File: config.mk
export PLATFORM = sky130hd
export DESIGN_NAME = fpec_top
export DESIGN_NICKNAME = d
export VERILOG_FILES = /design/src/shared/fpec_pkg.sv /design/src/shared/fpec_tmr_if.sv /design/src/core/fpec_timer.sv /design/src/core/fpec_top.sv
export VERILOG_INCLUDE_DIRS = /design/src /design/src/shared
export SDC_FILE = /design/constraint.sdc
export NUM_CORES = 1
export LEC_CHECK = 0
export ABC_AREA = 0
export ABC_CLOCK_PERIOD_IN_PS = 5500
export BUFFER_PORTS_ARGS = -buffer_cell sky130_fd_sc_hd__clkbuf_2
export CORE_UTILIZATION = 30
export CTS_CLUSTER_SIZE = 12
export DETAILED_ROUTE_END_ITERATION = 8
export SYNTH_ARGS = -nofsm -noshare
export SYNTH_HDL_FRONTEND = slang
export SYNTH_HIERARCHICAL = 1
export SYNTH_SLANG_ARGS = --single-unit
export TNS_END_PERCENT = 5
File: constraint.sdc
create_clock -name mclk -period 5.5 [get_ports mclk]
set_input_delay 0.55 -clock mclk [delete_from_list [all_inputs] [get_ports mclk]]
set_output_delay 0.55 -clock mclk [all_outputs]
set_load 0.02 [all_outputs]
File: src/shared/fpec_defines.svh
`ifndef FPEC_DEFINES_SVH
`define FPEC_DEFINES_SVH

// ----------------------------------------------------------------
// Register indices; the APB byte address is four times the index.
// ----------------------------------------------------------------
`define FPEC_IDX_CMD 12'hff8
`define FPEC_IDX_PAGE 12'hff9
`define FPEC_IDX_FRQH 12'hffa
`define FPEC_IDX_FRQL 12'hffb
`define FPEC_IDX_OPT 12'hffc

// ----------------------------------------------------------------
// Command codes.
// ----------------------------------------------------------------
`define FPEC_KEY1 8'h73
`define FPEC_KEY2 8'h8c
`define FPEC_CMD_PERASE 8'h95
`define FPEC_CMD_MERASE 8'h63
`define FPEC_CMD_GUARD 8'h5e

// ----------------------------------------------------------------
// Status codes.
// ----------------------------------------------------------------
`define FPEC_ST_LOCKED 6'h00
`define FPEC_ST_KEY1 6'h01
`define FPEC_ST_KEY2 6'h02
`define FPEC_ST_OPEN 6'h03
`define FPEC_ST_GUARD 6'h04
`define FPEC_ST_PROG 6'h08
`define FPEC_ST_PERASE 6'h10
`define FPEC_ST_MERASE 6'h20

// ----------------------------------------------------------------
// Field positions, reset values and timing.
// ----------------------------------------------------------------
`define FPEC_PAGE_HI 15
`define FPEC_PAGE_LO 9
`define FPEC_RST_PAGE 7'h00
`define FPEC_RST_GUARD 8'h00
`define FPEC_RST_FREQ 16'h0000
`define FPEC_KHZ_STEP 40'h00000003e8
`define FPEC_PROG_US 24'h000028
`define FPEC_PERASE_US 24'h002710
`define FPEC_MERASE_US 24'h030d40

`endif

File: src/shared/fpec_pkg.sv
package fpec_pkg;

   typedef enum logic [7:0] {
      st_locked = 8'h01,
      st_key1 = 8'h02,
      st_key2 = 8'h04,
      st_open = 8'h08,
      st_guard = 8'h10,
      st_prog = 8'h20,
      st_perase = 8'h40,
      st_merase = 8'h80
   } fpec_state_t;

   typedef struct packed {
      logic busy;
      logic done;
      logic [39:0] acc;
      logic [39:0] tgt;
   } fpec_tmr_st_t;

   typedef struct packed {
      fpec_state_t st;
      logic [6:0] page;
      logic info_en;
      logic [7:0] guard;
      logic [15:0] freq;
      logic [31:0] prdata;
      logic pslverr;
      logic [15:0] fa_addr;
      logic [7:0] fa_wdata;
   } fpec_ctl_st_t;

endpackage : fpec_pkg

File: src/shared/fpec_tmr_if.sv
interface fpec_tmr_if;
   logic start;
   logic [23:0] dur_us;
   logic [15:0] freq_khz;
   logic done;
   modport ctl (output start, output dur_us, output freq_khz, input done);
   modport tmr (input start, input dur_us, input freq_khz, output done);
endinterface : fpec_tmr_if

File: src/core/fpec_timer.sv
`include "fpec_defines.svh"

// Times one flash operation: waits freq_khz * dur_us / 1000 cycles,
// rounded up, at least one cycle, then pulses done.
module fpec_timer (
   input wire logic clk,
   input wire logic rst_n,
   fpec_tmr_if.tmr bus
);

   fpec_pkg::fpec_tmr_st_t q;
   fpec_pkg::fpec_tmr_st_t n;

   always_comb begin
      n = q;
      n.done = 1'b0;
      if (bus.start) begin
         n.busy = 1'b1;
         n.acc = '0;
         n.tgt = 40'(bus.freq_khz) * 40'(bus.dur_us);
      end else if (q.busy) begin
         if (q.acc + `FPEC_KHZ_STEP >= q.tgt) begin
            n.busy = 1'b0;
            n.done = 1'b1;
         end else begin
            n.acc = q.acc + `FPEC_KHZ_STEP;
         end
      end
   end

   always_ff @(posedge clk or negedge rst_n) begin
      if (!rst_n) begin
         q <= '0;
      end else begin
         q <= n;
      end
   end

   assign bus.done = q.done;

endmodule : fpec_timer

File: src/core/fpec_top.sv
// Decided for this implementation: register access over APB and the register offsets.

`include "fpec_defines.svh"

module fpec_top #(
   parameter logic [23:0] PROG_US = `FPEC_PROG_US,
   parameter logic [23:0] PERASE_US = `FPEC_PERASE_US,
   parameter logic [23:0] MERASE_US = `FPEC_MERASE_US
) (
   input wire logic mclk,
   input wire logic rst_b,
   input wire logic psel,
   input wire logic penable,
   input wire logic pwrite,
   input wire logic [13:0] paddr,
   input wire logic [31:0] pwdata,
   output logic [31:0] prdata,
   output logic pready,
   output logic pslverr,
   input wire logic read_protect_option,
   input wire logic write_protect_option,
   input wire logic secondary_write_protect_option,
   input wire logic dbg_access,
   output logic dbg_rd_allow,
   input wire logic pm_wr_req,
   input wire logic [15:0] pm_addr,
   input wire logic [7:0] pm_wdata,
   output logic pm_stall,
   input wire logic [7:0] fa_rdata,
   output logic [15:0] fa_addr,
   output logic [7:0] fa_wdata,
   output logic fa_prog,
   output logic fa_page_erase,
   output logic fa_mass_erase
);

   // -------------------------------------------------------------
   // Functions
   // -------------------------------------------------------------
   function automatic logic hit(input logic [13:0] a,
                                input logic [11:0] idx);
      hit = (a == {idx, 2'b00});
   endfunction : hit

   // 128 pages of 512 bytes; a sector is the 16 pages that share page bits 3:1, numbered by those bits.
   function automatic logic [2:0] sector(input logic [6:0] pg);
      sector = pg[3:1];
   endfunction : sector

   function automatic logic [5:0] code(input fpec_pkg::fpec_state_t s);
      unique case (s)
         fpec_pkg::st_locked: code = `FPEC_ST_LOCKED;
         fpec_pkg::st_key1: code = `FPEC_ST_KEY1;
         fpec_pkg::st_key2: code = `FPEC_ST_KEY2;
         fpec_pkg::st_open: code = `FPEC_ST_OPEN;
         fpec_pkg::st_guard: code = `FPEC_ST_GUARD;
         fpec_pkg::st_prog: code = `FPEC_ST_PROG;
         fpec_pkg::st_perase: code = `FPEC_ST_PERASE;
         fpec_pkg::st_merase: code = `FPEC_ST_MERASE;
         default: code = `FPEC_ST_LOCKED;
      endcase
   endfunction : code

   // -------------------------------------------------------------
   // Reset release
   // -------------------------------------------------------------
   logic [1:0] rsync_q;
   logic rst_sync_b;

   always_ff @(posedge mclk or negedge rst_b) begin
      if (!rst_b) begin
         rsync_q <= 2'b00;
      end else begin
         rsync_q <= {rsync_q[0], 1'b1};
      end
   end

   assign rst_sync_b = rsync_q[1];

   // -------------------------------------------------------------
   // Timer
   // -------------------------------------------------------------
   fpec_tmr_if tmr ();

   fpec_timer u_tmr (
      .clk(mclk),
      .rst_n(rst_sync_b),
      .bus(tmr)
   );

   // -------------------------------------------------------------
   // Controller
   // -------------------------------------------------------------
   fpec_pkg::fpec_ctl_st_t q;
   fpec_pkg::fpec_ctl_st_t n;
   logic wr;
   logic setup;
   logic wr_cmd;
   logic wr_page;
   logic [7:0] wd;
   logic prot_ok;
   logic page_free;
   logic pm_ok;
   logic [6:0] pm_page;

   assign wr = psel & penable & pwrite;
   assign setup = psel & ~penable;
   assign wd = pwdata[7:0];
   assign wr_cmd = wr & hit(paddr, `FPEC_IDX_CMD);
   assign wr_page = wr & hit(paddr, `FPEC_IDX_PAGE);
   assign pm_page = pm_addr[`FPEC_PAGE_HI:`FPEC_PAGE_LO];
   assign prot_ok = write_protect_option | dbg_access;
   assign page_free = dbg_access | ~q.guard[sector(q.page)];
   assign pm_ok = prot_ok & (dbg_access |
                  ((pm_page == q.page) & ~q.guard[sector(pm_page)]));

   always_comb begin
      n = q;
      tmr.start = 1'b0;
      tmr.dur_us = PROG_US;
      tmr.freq_khz = q.freq;
      // Frequency bytes may be written in any state.
      if (wr & hit(paddr, `FPEC_IDX_FRQH)) begin
         n.freq[15:8] = wd;
      end
      if (wr & hit(paddr, `FPEC_IDX_FRQL)) begin
         n.freq[7:0] = wd;
      end
      unique case (q.st)
         fpec_pkg::st_locked: begin
            if (wr_page) begin
               n.page = wd[6:0];
               n.info_en = wd[7];
            end
            if (wr_cmd) begin
               if (wd == `FPEC_KEY1) begin
                  n.st = fpec_pkg::st_key1;
               end else if (wd == `FPEC_CMD_GUARD) begin
                  n.st = fpec_pkg::st_guard;
               end
            end
         end
         fpec_pkg::st_key1: begin
            if (wr_cmd) begin
               if (wd == `FPEC_KEY2) begin
                  n.st = dbg_access ? fpec_pkg::st_open
                                    : fpec_pkg::st_key2;
               end else begin
                  n.st = fpec_pkg::st_locked;
               end
            end
         end
         fpec_pkg::st_key2: begin
            if (wr_cmd) begin
               n.st = fpec_pkg::st_locked;
            end else if (wr_page) begin
               n.info_en = wd[7];
               n.st = (wd[6:0] == q.page) ? fpec_pkg::st_open
                                          : fpec_pkg::st_locked;
            end
         end
         fpec_pkg::st_open: begin
            if (wr_page && dbg_access) begin
               n.page = wd[6:0];
               n.info_en = wd[7];
            end
            if (wr_cmd) begin
               n.st = fpec_pkg::st_locked;
               n.fa_addr = {q.page, 9'h000};
               if (wd == `FPEC_CMD_PERASE && prot_ok && page_free) begin
                  n.st = fpec_pkg::st_perase;
                  tmr.start = 1'b1;
                  tmr.dur_us = PERASE_US;
               end else if (wd == `FPEC_CMD_MERASE && dbg_access) begin
                  n.st = fpec_pkg::st_merase;
                  n.fa_addr = 16'h0000;
                  tmr.start = 1'b1;
                  tmr.dur_us = MERASE_US;
               end
            end else if (pm_wr_req && pm_ok) begin
               n.st = fpec_pkg::st_prog;
               n.fa_addr = pm_addr;
               n.fa_wdata = fa_rdata & pm_wdata;
               tmr.start = 1'b1;
            end
         end
         fpec_pkg::st_guard: begin
            if (wr_page) begin
               n.guard = dbg_access ? wd : (q.guard | wd);
               n.st = fpec_pkg::st_locked;
            end else if (wr_cmd) begin
               n.st = fpec_pkg::st_locked;
            end
         end
         fpec_pkg::st_prog: begin
            if (tmr.done) begin
               n.st = fpec_pkg::st_open;
            end
         end
         fpec_pkg::st_perase, fpec_pkg::st_merase: begin
            if (tmr.done) begin
               n.st = fpec_pkg::st_locked;
            end
         end
         default: n.st = fpec_pkg::st_locked;
      endcase
      // Read data and error are captured in the setup phase.
      if (setup) begin
         n.prdata = 32'h00000000;
         n.pslverr = 1'b0;
         if (hit(paddr, `FPEC_IDX_CMD)) begin
            n.prdata[5:0] = code(q.st);
         end else if (hit(paddr, `FPEC_IDX_PAGE)) begin
            n.prdata[7:0] = (q.st == fpec_pkg::st_guard) ? q.guard
                                             : {q.info_en, q.page};
         end else if (hit(paddr, `FPEC_IDX_FRQH)) begin
            n.prdata[7:0] = q.freq[15:8];
         end else if (hit(paddr, `FPEC_IDX_FRQL)) begin
            n.prdata[7:0] = q.freq[7:0];
         end else if (hit(paddr, `FPEC_IDX_OPT)) begin
            n.prdata[3:0] = {dbg_access, read_protect_option,
                             write_protect_option,
                             secondary_write_protect_option};
         end else begin
            n.pslverr = 1'b1;
         end
         // The option view is read-only, so a write to it is refused.
         if (hit(paddr, `FPEC_IDX_OPT) && pwrite) begin
            n.pslverr = 1'b1;
         end
      end
   end

   always_ff @(posedge mclk or negedge rst_sync_b) begin
      if (!rst_sync_b) begin
         q.st <= fpec_pkg::st_locked;
         q.page <= `FPEC_RST_PAGE;
         q.info_en <= 1'b0;
         q.guard <= `FPEC_RST_GUARD;
         q.freq <= `FPEC_RST_FREQ;
         q.prdata <= 32'h00000000;
         q.pslverr <= 1'b0;
         q.fa_addr <= 16'h0000;
         q.fa_wdata <= 8'hff;
      end else begin
         q <= n;
      end
   end

   // -------------------------------------------------------------
   // Outputs
   // -------------------------------------------------------------
   assign prdata = q.prdata;
   assign pready = psel & penable;
   assign pslverr = psel & penable & q.pslverr;
   assign dbg_rd_allow = ~read_protect_option;
   assign pm_stall = q.st[5] | q.st[6] | q.st[7];
   assign fa_prog = (q.st == fpec_pkg::st_prog);
   assign fa_page_erase = (q.st == fpec_pkg::st_perase);
   assign fa_mass_erase = (q.st == fpec_pkg::st_merase);
   assign fa_addr = q.fa_addr;
   assign fa_wdata = q.fa_wdata;
endmodule : fpec_top

==> metrics, run 1 <==
status=finished, violations left; failing checks=negative setup slack; Avg Cell Area, Syn=8.93 um^2; multiplexer area fraction after synthesis=0.0300; post-synthesis async set-or-reset flop share=1.00; CP endpoint kind=register; Top FF cell, synth=dfrtp_1; RSZ-0062 raised after global routing=true; Synth cell types=89; Total Wirelength=55500 um; core area=71900 um^2; Worst-path clk slew=0.08 ns; max-slew violation count=0; Max VDD drop=0.000214 V; clock sinks=154; initial antenna violation count=0; critical path data required time=5.81 ns; Post-DRT Antenna Nets=0; Leak Pwr=13.0 nW; Via Count=17500; gpl congestion=0.925; largest family of logic cells by synthesized area=adder cells; share of cells above drive strength 1=0.208; Initial Util=0.304; TNS Setup=-36.52 ns; CTS tree=done; number of port buffers=102; sequential area share after synthesis=0.177; global-route wire length before repair=92900 um; Detailed Route Iter0 Violations=1115; Worst path slowest cell=fa_1; Min Clock Period, post-route=7.14 ns; ANT cells=0; drt pass-1 iters=5; Clock Tree Root=clkbuf_16; Post-DP HPWL=44200 um; register area=3870 um^2; Synth Area in Simple Gates=0.176; maximum number of pins on one net before global-route repair=77; cell mode on critical path=fa_1; filler cell count=7352; placed cell areas=25500 um^2; GR Overflow Total=0; Overall Global Routing Usage=0.154; CP Max Fanout=6; CTS max path bufs=2; Multi-input gate area=16700 um^2; Area Overhead vs Synth=22.6%; Die Ht=272 um; Gate Count Post-Synth=2448; # Max-Cap Violations=0; via/cell ratio=4.64; Post-synth EDFFs=0; Power Density=92.7 nW/um^2; # H-tree levels=4; setup ws final=-1.64 ns; Startpoint Class=register; Final setup viols=28; slowest stage delay, CP=0.55 ns; YS warnings=6; f_max=0.140 GHz; Crit Path Category=reg -> reg; Syn Std Cell Area=21900 um^2; die area=74000 um^2; worst path arrival time=7.45 ns; Hold Slack=0.102 ns; Layout Utilization=0.373; Power Total=0.00248 W; post-synthesis register bit count=154; Die X-Extent=272 um; Hold Crit Class=reg -> async; final hold violation count=0; Synth Area in XOR/XNOR=0.0320; Routed wire per std cell=14.7 um; most frequent cells in the layout=393 x inv_1, 329 x nand2_1, 294 x fa_1; Worst-Skew Late Latency=0.47 ns; worst slew pin tran=1.20 ns; Design Area, Final=26800 um^2; io pins=151; # DRC=0; compound-gate portion of the synthesized area=0.110; Post-Synth Adder-Cell Area=0.366; Slew HR=0.198; most common cell after layout, fill and taps aside=inv_1; fin nets=3352; Fin Clk Skew=0.0300 ns; Final Cycle Share=1.30; vias in the first global route=18100; cell row count=98; CTS Buf Count=17
through the flow:
| stage | std cells | setup WS [ns] |
|---|---|---|
| floorplan | 2562 | -1.66 |
| global placement | 3706 | -1.94 |
| detailed placement | 3706 | -1.99 |
| CTS | 3757 | -1.61 |
| global route | 3771 | -1.92 |
| finish | 3771 | -1.64 |
Yosys cell counts, types with 24 or more instances:
cell / n / area share
fa_1: 306 / 0.28
o31ai_1: 24 / 0.0082
o21ai_0: 66 / 0.015
nor2_1: 78 / 0.013
a21oi_1: 84 / 0.019
dfrtp_1: 145 / 0.17
mux2i_1: 25 / 0.011
ha_1: 150 / 0.086
a21o_1: 38 / 0.013
xnor2_1: 54 / 0.022
nand3_1: 34 / 0.0078
clkbuf_1: 101 / 0.017
nand2_1: 335 / 0.058
mux2_2: 27 / 0.014
and2_1: 171 / 0.049
inv_1: 399 / 0.068
buf_4: 57 / 0.020
xor2_1: 26 / 0.010
flip-flops by register name, summed over array words and instances, names as in the netlist:
| register | count |
|---|---|
| fa_addr | 16 |
| u_tmr/bus.done | 1 |
| tmr.freq_khz | 16 |
| fa_wdata | 8 |
| prdata | 8 |
| rsync_q | 2 |
| q | 25 |
| u_tmr/q | 78 |
power breakdown:
group / total, W / switching (W) / internal, W
clock: 0.00118 / 0.000551 / 0.000632
sequential: 0.00114 / 0.00000113 / 0.00113
combinational: 0.000166 / 0.000118 / 0.0000481
area by class of cell:
class | count | area share
multi-input combinational | 1839 | 0.622
sequential | 154 | 0.144
timing repair buffer | 397 | 0.113
inverter | 399 | 0.0559
tap | 950 | 0.0443
clock buffer | 18 | 0.0160
clock inverter | 14 | 0.00499
repair_timing:
item,in CTS,in global routing
endpoints found under the hold margin,2,0
pin swaps,17,51
hold buffers,1,0
setup endpoints to repair,29,32
gates resized for setup,31,54
cloned,1,3
setup buffers,17,11
logic make-up (layout without fill, tap and decap cells):
group,Yosys count,in the layout
and+or+nand+nor,770,770
adders and majority gates,456,456
DFF,154,154
other,2,116
AOI/OAI and AO/OA,359,359
muxes,58,58
buffers and inverters,569,828
xor gates and xnor gates,80,80
per-layer routing:
layer  track usage  wire (um)
met4        0.0417       1360
met5             0          0
met2         0.261      26800
met1         0.208      25500
met3        0.0163       1930
final timing paths:
path / startpoint / to / cells past startpoint / slack, ns
max: q[83] / u_tmr/q[24] / 29 / -1.64
min: rsync_q[1] / fa_addr[5] / 0 / 0.10
max reg2reg: q[83] / u_tmr/q[24] / 29 / -1.64
min reg2reg: rsync_q[1] / fa_addr[5] / 0 / 0.10
max in group asynchronous: rsync_q[1] / u_tmr/q[14] / 1 / 4.18
min in group mclk: pm_wdata[7] / fa_wdata[7] / 3 / 0.28
worst max-delay path: cells and delay by family, from the launching register on:
| kind | cells | cell delay [ns] |
|---|---|---|
| flip-flops | 1 | 0.48 |
| adder cells (fa/ha/maj) | 7 | 3.15 |
| buffers and inverters | 7 | 0.67 |
| AND/OR/NAND/NOR | 4 | 0.51 |
| AO/OA/AOI/OAI | 7 | 1.26 |
| XOR/XNOR | 1 | 0.17 |
| multiplexers | 3 | 0.75 |
Power figures use the tool's default switching activity.
==> run 2, diff against run 1 <==
--- a/config.mk
+++ b/config.mk
@@ -7,7 +7,7 @@
 export NUM_CORES = 1
 export LEC_CHECK = 0
 export ABC_AREA = 0
-export ABC_CLOCK_PERIOD_IN_PS = 5500
+export ABC_CLOCK_PERIOD_IN_PS = 9200
 export BUFFER_PORTS_ARGS = -buffer_cell sky130_fd_sc_hd__clkbuf_2
 export CORE_UTILIZATION = 30
 export CTS_CLUSTER_SIZE = 12
==> constraint.sdc (replaced) <==
create_clock -name mclk -period 9.2 [get_ports mclk]
set_input_delay 0.92 -clock mclk [delete_from_list [all_inputs] [get_ports mclk]]
set_output_delay 0.92 -clock mclk [all_outputs]
set_load 0.02 [all_outputs]
==> run 2 against run 1 <==
Net effect:
- the run now ends clean
- die area did not move
- non-clock buffer count decreased by 257
- sequential share of layout area is 1.7 points higher
- sequential power down 40%
- critical path type is now in -> reg
- largest cell class unchanged
==> metrics, run 2 (synthesis results as in run 1) <==
core area=71900 um^2 (unchanged); Die X-Extent=272 um (unchanged); Routed wire per std cell=14.1 um (was 14.7 um); # Max-Cap Violations=0 (unchanged); f_max=0.120 GHz; CP endpoint kind=register (unchanged); Final setup viols=0 (was 28); Startpoint Class=primary input (was register); Power Density=61.9 nW/um^2 (was 92.7 nW/um^2); fin cells=3514 (was 3771); Post-DRT Antenna Nets=0 (unchanged); critical path startpoint=pwdata[2] (was q[83]); most common cell after layout, fill and taps aside=inv_1 (unchanged); share of cells above drive strength 1=0.0932 (was 0.208); Die Ht=272 um (unchanged); CTS tree=done (unchanged); fin nets=3095 (was 3352); vias in the first global route=16800 (was 18100); filler cell count=7567 (was 7352); CP Max Fanout=32 (was 6); drt pass-1 iters=5 (unchanged); status=completed (was finished, violations left); Total Wirelength=49400 um (was 55500 um); Worst-Skew Late Latency=0.45 ns (was 0.47 ns); Min Clock Period, post-route=8.33 ns; maximum number of pins on one net before global-route repair=67 (was 77); Detailed Route Iter0 Violations=876 (was 1115); Crit Path Category=in -> reg (was reg -> reg); Worst-path clk slew=0.07 ns (was 0.08 ns); final hold violation count=0 (unchanged); postcts setup bufs=0 (was 17); ANT cells=0 (unchanged); most flop-heavy register=u_tmr/q (unchanged); register area=3870 um^2 (about the same); met2 wire len=23900 um (was 26800 um); CP top delay family=adder cells (unchanged); Initial Util=0.304 (unchanged); # H-tree levels=4 (unchanged); clock sinks=154 (unchanged); Leak Pwr=11.6 nW (was 13.0 nW); Final Cycle Share=0.906; via/cell ratio=4.67 (was 4.64); slowest stage delay, CP=0.60 ns (was 0.55 ns); gpl congestion=0.873 (was 0.925); Post-DP HPWL=39400 um (was 44200 um); cell mode on critical path=fa_1 (unchanged); Hold Crit Class=in -> async (was reg -> async); Slew HR=0.268 (was 0.198); Top Layer Used=met4 (unchanged); number of port buffers=102 (unchanged); Fin Clk Skew=0.0216 ns (was 0.0300 ns); io pins=151 (unchanged); Clock Tree Root=clkbuf_16 (unchanged); RSZ-0062 raised after global routing=false (was true); CTS Buf Count=17 (unchanged); TNS Setup=0 ns (was -36.52 ns); Area Overhead vs Synth=9.98% (was 22.6%); most frequent cells in the layout=399 x inv_1, 335 x nand2_1, 306 x fa_1 (was 393 x inv_1, 329 x nand2_1, 294 x fa_1); post-CTS sizing=0 (was 31); Top Registers=u_tmr/q x78, q x25 (unchanged); worst slew pin tran=1.10 ns (was 1.20 ns); routed length on met3=1600 um (was 1930 um); CTS max path bufs=2 (unchanged); number of buffers and inverters on the critical path=6 (was 7); reg2reg start=q[83] (unchanged); die area=74000 um^2 (unchanged); critical path data required time=9.56 ns (was 5.81 ns); Via Count=16400 (was 17500); Max VDD drop=0.000125 V (was 0.000214 V); initial antenna violation count=0 (unchanged); Placed Instances=3482 (was 3706); max reg flops=78 (unchanged); worst path arrival time=8.70 ns (was 7.45 ns); max-slew violation count=0 (unchanged); CTS Hold Buffers Added=0 (was 1); Overall Global Routing Usage=0.139 (was 0.154); M1 WL=23200 um (was 25500 um); GR Overflow Total=0 (unchanged); cell row count=98 (unchanged); # DRC=0 (unchanged); global-route wire length before repair=85100 um (was 92900 um); Multi-input gate area=16100 um^2 (was 16700 um^2); Worst path slowest cell=or4bb_1 (was fa_1)
## run 2: changes by cell type in the layout (fill, tap and decap cells not counted), moves of 9 or more
cell     before  now
buf_4       269   35
ha_1        130  150
ha_4         20    0
buf_12       16    3
a21oi_1      72   84
fa_1        294  306
fa_2         12    0
a21oi_2       9    0
## run 2: per-stage QoR
step | setup WS [ns] | instance area, um^2 | util | hold slack [ns] | power, W
3_5_place_dp | 0.422 | 23500 | 0.327 | 0.338 | 0.000771
2_1_floorplan | 0.629 | 22300 | - | 0.331 | 0.000750
6_report | 0.866 | 24100 | 0.335 | 0.240 | 0.00149
5_1_grt | 0.390 | 24100 | 0.335 | 0.226 | 0.00154
3_3_place_gp | 0.442 | 23500 | 0.327 | 0.337 | 0.000771
4_1_cts | 0.870 | 24100 | 0.335 | 0.217 | 0.00150
## run 2: area by class of cell
class | instances | share of cell area
sequential | 154 | 0.161
timing repair buffer | 140 | 0.0346
clock buffer | 26 | 0.0203
tap | 950 | 0.0494
clock inverter | 6 | 0.00375
inverter | 399 | 0.0623
multi-input combinational | 1839 | 0.669
## run 2: metal layers
layer | track usage | vias up
li1 | - | 7881
met1 | 0.188 | 8221
met2 | 0.238 | 271
met3 | 0.0161 | 46
met5 | 0 | -
met4 | 0.0299 | 0
## run 2: where the power goes
group | switching, W | total (W) | leakage (nW) | internal, W
clock | 0.000302 | 0.000724 | 0.279 | 0.000422
combinational | 0.0000623 | 0.0000827 | 9.55 | 0.0000204
sequential | 0.00000374 | 0.000682 | 1.82 | 0.000678
total | 0.000368 | 0.00149 | 11.6 | 0.00112
## run 2: path summary, 6_finish.rpt
kind	depth (start not counted)	end	slack (ns)
min in group mclk	0	rsync_q[1]	0.36
max reg2reg	26	u_tmr/q[35]	0.92
max	26	u_tmr/q[35]	0.87
min reg2reg	0	u_tmr/q[3]	0.32
max in group asynchronous	1	tmr.freq_khz[6]	7.64
min	1	rsync_q[1]	0.24
## run 2: worst register-to-register path, delay by kind of cell, from the launching register on
kind | cells | cell delay, ns
adder cells (fa/ha/maj) | 7 | 3.38
AO/OA/AOI/OAI | 5 | 1.48
AND/OR/NAND/NOR | 6 | 1.46
multiplexers | 3 | 0.76
flip-flops | 1 | 0.60
buffers and inverters | 4 | 0.38
XOR/XNOR | 1 | 0.13
==> run 3, diff against run 2 <==
--- a/config.mk
+++ b/config.mk
@@ -12,6 +12,7 @@
 export CORE_UTILIZATION = 30
 export CTS_CLUSTER_SIZE = 12
 export DETAILED_ROUTE_END_ITERATION = 8
+export REMOVE_ABC_BUFFERS = 1
 export SYNTH_ARGS = -nofsm -noshare
 export SYNTH_HDL_FRONTEND = slang
 export SYNTH_HIERARCHICAL = 1
==> run 3 against run 2 <==
Net effect:
- clock skew is 0.0070 ns lower
- sequential power barely moved
- non-clock buffer count stayed put
- sequential share of layout area barely moved
- critical path depth increased by 3
- clock-buffer cell count down 8
- critical path type is now reg -> reg
- register-to-register slack worse by 0.19 ns
- sequential cell count is the same
- via count fell by 0.87%
- design area barely moved
- cell count is the same
==> metrics, run 3 (synthesis results as in run 1) <==
status=completed (unchanged); Multi-input gate area=16100 um^2 (unchanged); GR Overflow Total=0 (unchanged); Worst-Skew Late Latency=0.44 ns (was 0.45 ns); # DRC=0 (unchanged); die area=74000 um^2 (unchanged); worst path arrival time=8.77 ns (was 8.70 ns); gpl congestion=0.862 (was 0.873); sequential fraction of design power=0.471 (was 0.458); placed cell areas=23500 um^2 (unchanged); reg2reg start=q[83] (unchanged); maximum number of pins on one net before global-route repair=80 (was 67); CTS Hold Buffers Added=0 (unchanged); post-CTS sizing=0 (unchanged); Max VDD drop=0.000121 V (was 0.000125 V); vias in the first global route=16800 (about the same); CP endpoint kind=register (unchanged); Power Density=60.4 nW/um^2 (was 61.9 nW/um^2); worst-case reg-to-reg path depth=29 (was 26); critical path data required time=9.50 ns (was 9.56 ns); initial antenna violation count=0 (unchanged); fin nets=3095 (unchanged); Hold Slack=0.248 ns (was 0.240 ns); P_sw=0.000376 W (was 0.000368 W); io pins=151 (unchanged); share of cells above drive strength 1=0.0952 (was 0.0932); core area=71900 um^2 (unchanged); part of the power in the clock network=0.474 (was 0.486); worst slew pin tran=1.10 ns (about the same); Fin Clk Skew=0.0145 ns (was 0.0216 ns); Initial Util=0.304 (unchanged); most flop-heavy register=u_tmr/q (unchanged); TNS Setup=0 ns (unchanged); cell row count=98 (unchanged); Hold Crit Class=in -> async (unchanged); Routed wire per std cell=14.3 um (was 14.1 um); drt pass-1 iters=5 (unchanged); f_max=0.118 GHz (was 0.120 GHz); Net Sw Frac=0.259 (was 0.247); pre-CTS setup slack=0.413 ns (was 0.422 ns); P_int=0.00108 W (was 0.00112 W); Total Wirelength=50200 um (was 49400 um); register area=3870 um^2 (unchanged); Top Registers=u_tmr/q x78, q x25 (unchanged); number of port buffers=102 (unchanged); slowest stage delay, CP=0.63 ns (was 0.60 ns); Startpoint Class=register (was primary input); # H-tree levels=4 (unchanged); max-slew violation count=0 (unchanged); Die Ht=272 um (unchanged); Die X-Extent=272 um (unchanged); Clock Tree Root=clkbuf_16 (unchanged); Reg2Reg Setup Slack=0.73 ns (was 0.92 ns); Post-DRT Antenna Nets=0 (unchanged); most common cell after layout, fill and taps aside=inv_1 (unchanged); Post-DP HPWL=39800 um (was 39400 um); Design Area, Final=24000 um^2 (was 24100 um^2); ANT cells=0 (unchanged); cell mode on critical path=fa_1 (unchanged); most frequent cells in the layout=399 x inv_1, 335 x nand2_1, 306 x fa_1 (unchanged); Worst-path clk slew=0.07 ns (about the same); via/cell ratio=4.63 (was 4.67); Final Cycle Share=0.921 (was 0.906); max reg flops=78 (unchanged); Via Count=16300 (was 16400); Worst path slowest cell=dfrtp_1 (was or4bb_1); Detailed Route Iter0 Violations=864 (was 876); Area Overhead vs Synth=9.94% (was 9.98%); CTS max path bufs=2 (unchanged); final hold violation count=0 (unchanged); CP Max Fanout=25 (was 32); postcts setup bufs=0 (unchanged); Overall Global Routing Usage=0.143 (was 0.139); Crit Path Category=reg -> reg (was in -> reg); Leak Pwr=11.6 nW (about the same); CTS tree=done (unchanged); setup ws final=0.730 ns (was 0.866 ns); Min Clock Period, post-route=8.47 ns (was 8.33 ns); filler cell count=7541 (was 7567); Logic pwr share=0.055 (was 0.056); RR Endpoint=u_tmr/q[31] (was u_tmr/q[35]); RSZ-0062 raised after global routing=false (unchanged); global-route wire length before repair=87200 um (was 85100 um); Final setup viols=0 (unchanged); clock sinks=154 (unchanged); # Max-Cap Violations=0 (unchanged); Slew HR=0.269 (was 0.268); CTS Buf Count=17 (unchanged)
run 3: cell types whose count changed in the layout (fill, tap and decap cells not counted), sizes merged:
cell    change
bufinv      -1
inv         +4
clkinv      +5
clkbuf      -8
run 3: worst max-delay path by stage:
stage / startpoint / end / slack (ns) / cells past startpoint
detailed placement: pwdata[5] / u_tmr/q[35] / 0.41 / 28
global route: q[83] / u_tmr/q[28] / 0.23 / 27
global placement: pwdata[5] / u_tmr/q[35] / 0.45 / 28
finish: q[83] / u_tmr/q[31] / 0.73 / 29
floorplan: paddr[1] / u_tmr/q[35] / -0.67 / 26
CTS: q[83] / u_tmr/q[31] / 0.71 / 29
run 3: per-stage QoR:
stage	utilization	std cells	total power (W)
2_1_floorplan	-	2392	0.000737
3_3_place_gp	0.327	3482	0.000770
3_5_place_dp	0.327	3482	0.000771
4_1_cts	0.335	3514	0.00147
5_1_grt	0.335	3514	0.00152
6_report	0.335	3514	0.00145
run 3: per-layer routing:
| metal | vias to the layer above | track usage | share of wire |
|---|---|---|---|
| li1 | 7902 | - | - |
| met1 | 8101 | 0.201 | 0.47 |
| met2 | 228 | 0.235 | 0.48 |
| met3 | 45 | 0.0153 | 0.027 |
| met4 | 0 | 0.0371 | 0.017 |
| met5 | - | 0 | 0 |
run 3: critical path, delay by kind of cell (launching register included):
kind	cells	cell delay (ns)
compound gates	5	1.18
xor+xnor	1	0.25
fa+ha+maj	7	3.40
buf+inv	7	0.71
flops	1	0.63
mux	3	0.75
simple gates	6	1.39
run 3: final cells by class:
class,instances,area share
Multi-Input combinational cell,1839,0.669
Sequential cell,154,0.161
Inverter,399,0.0623
Tap cell,950,0.0494
Timing Repair Buffer,140,0.0347
Clock buffer,18,0.0179
Clock inverter,14,0.00583
run 3: power groups by stage:
| stage | registers (W) | logic [W] | clock network [W] |
|---|---|---|---|
| floorplan | 0.000701 | 0.0000362 | 0 |
| global placement | 0.000698 | 0.0000723 | 0 |
| detailed placement | 0.000698 | 0.0000725 | 0 |
| CTS | 0.000685 | 0.0000728 | 0.000715 |
| global route | 0.000686 | 0.0000888 | 0.000743 |
| finish | 0.000685 | 0.0000792 | 0.000689 |
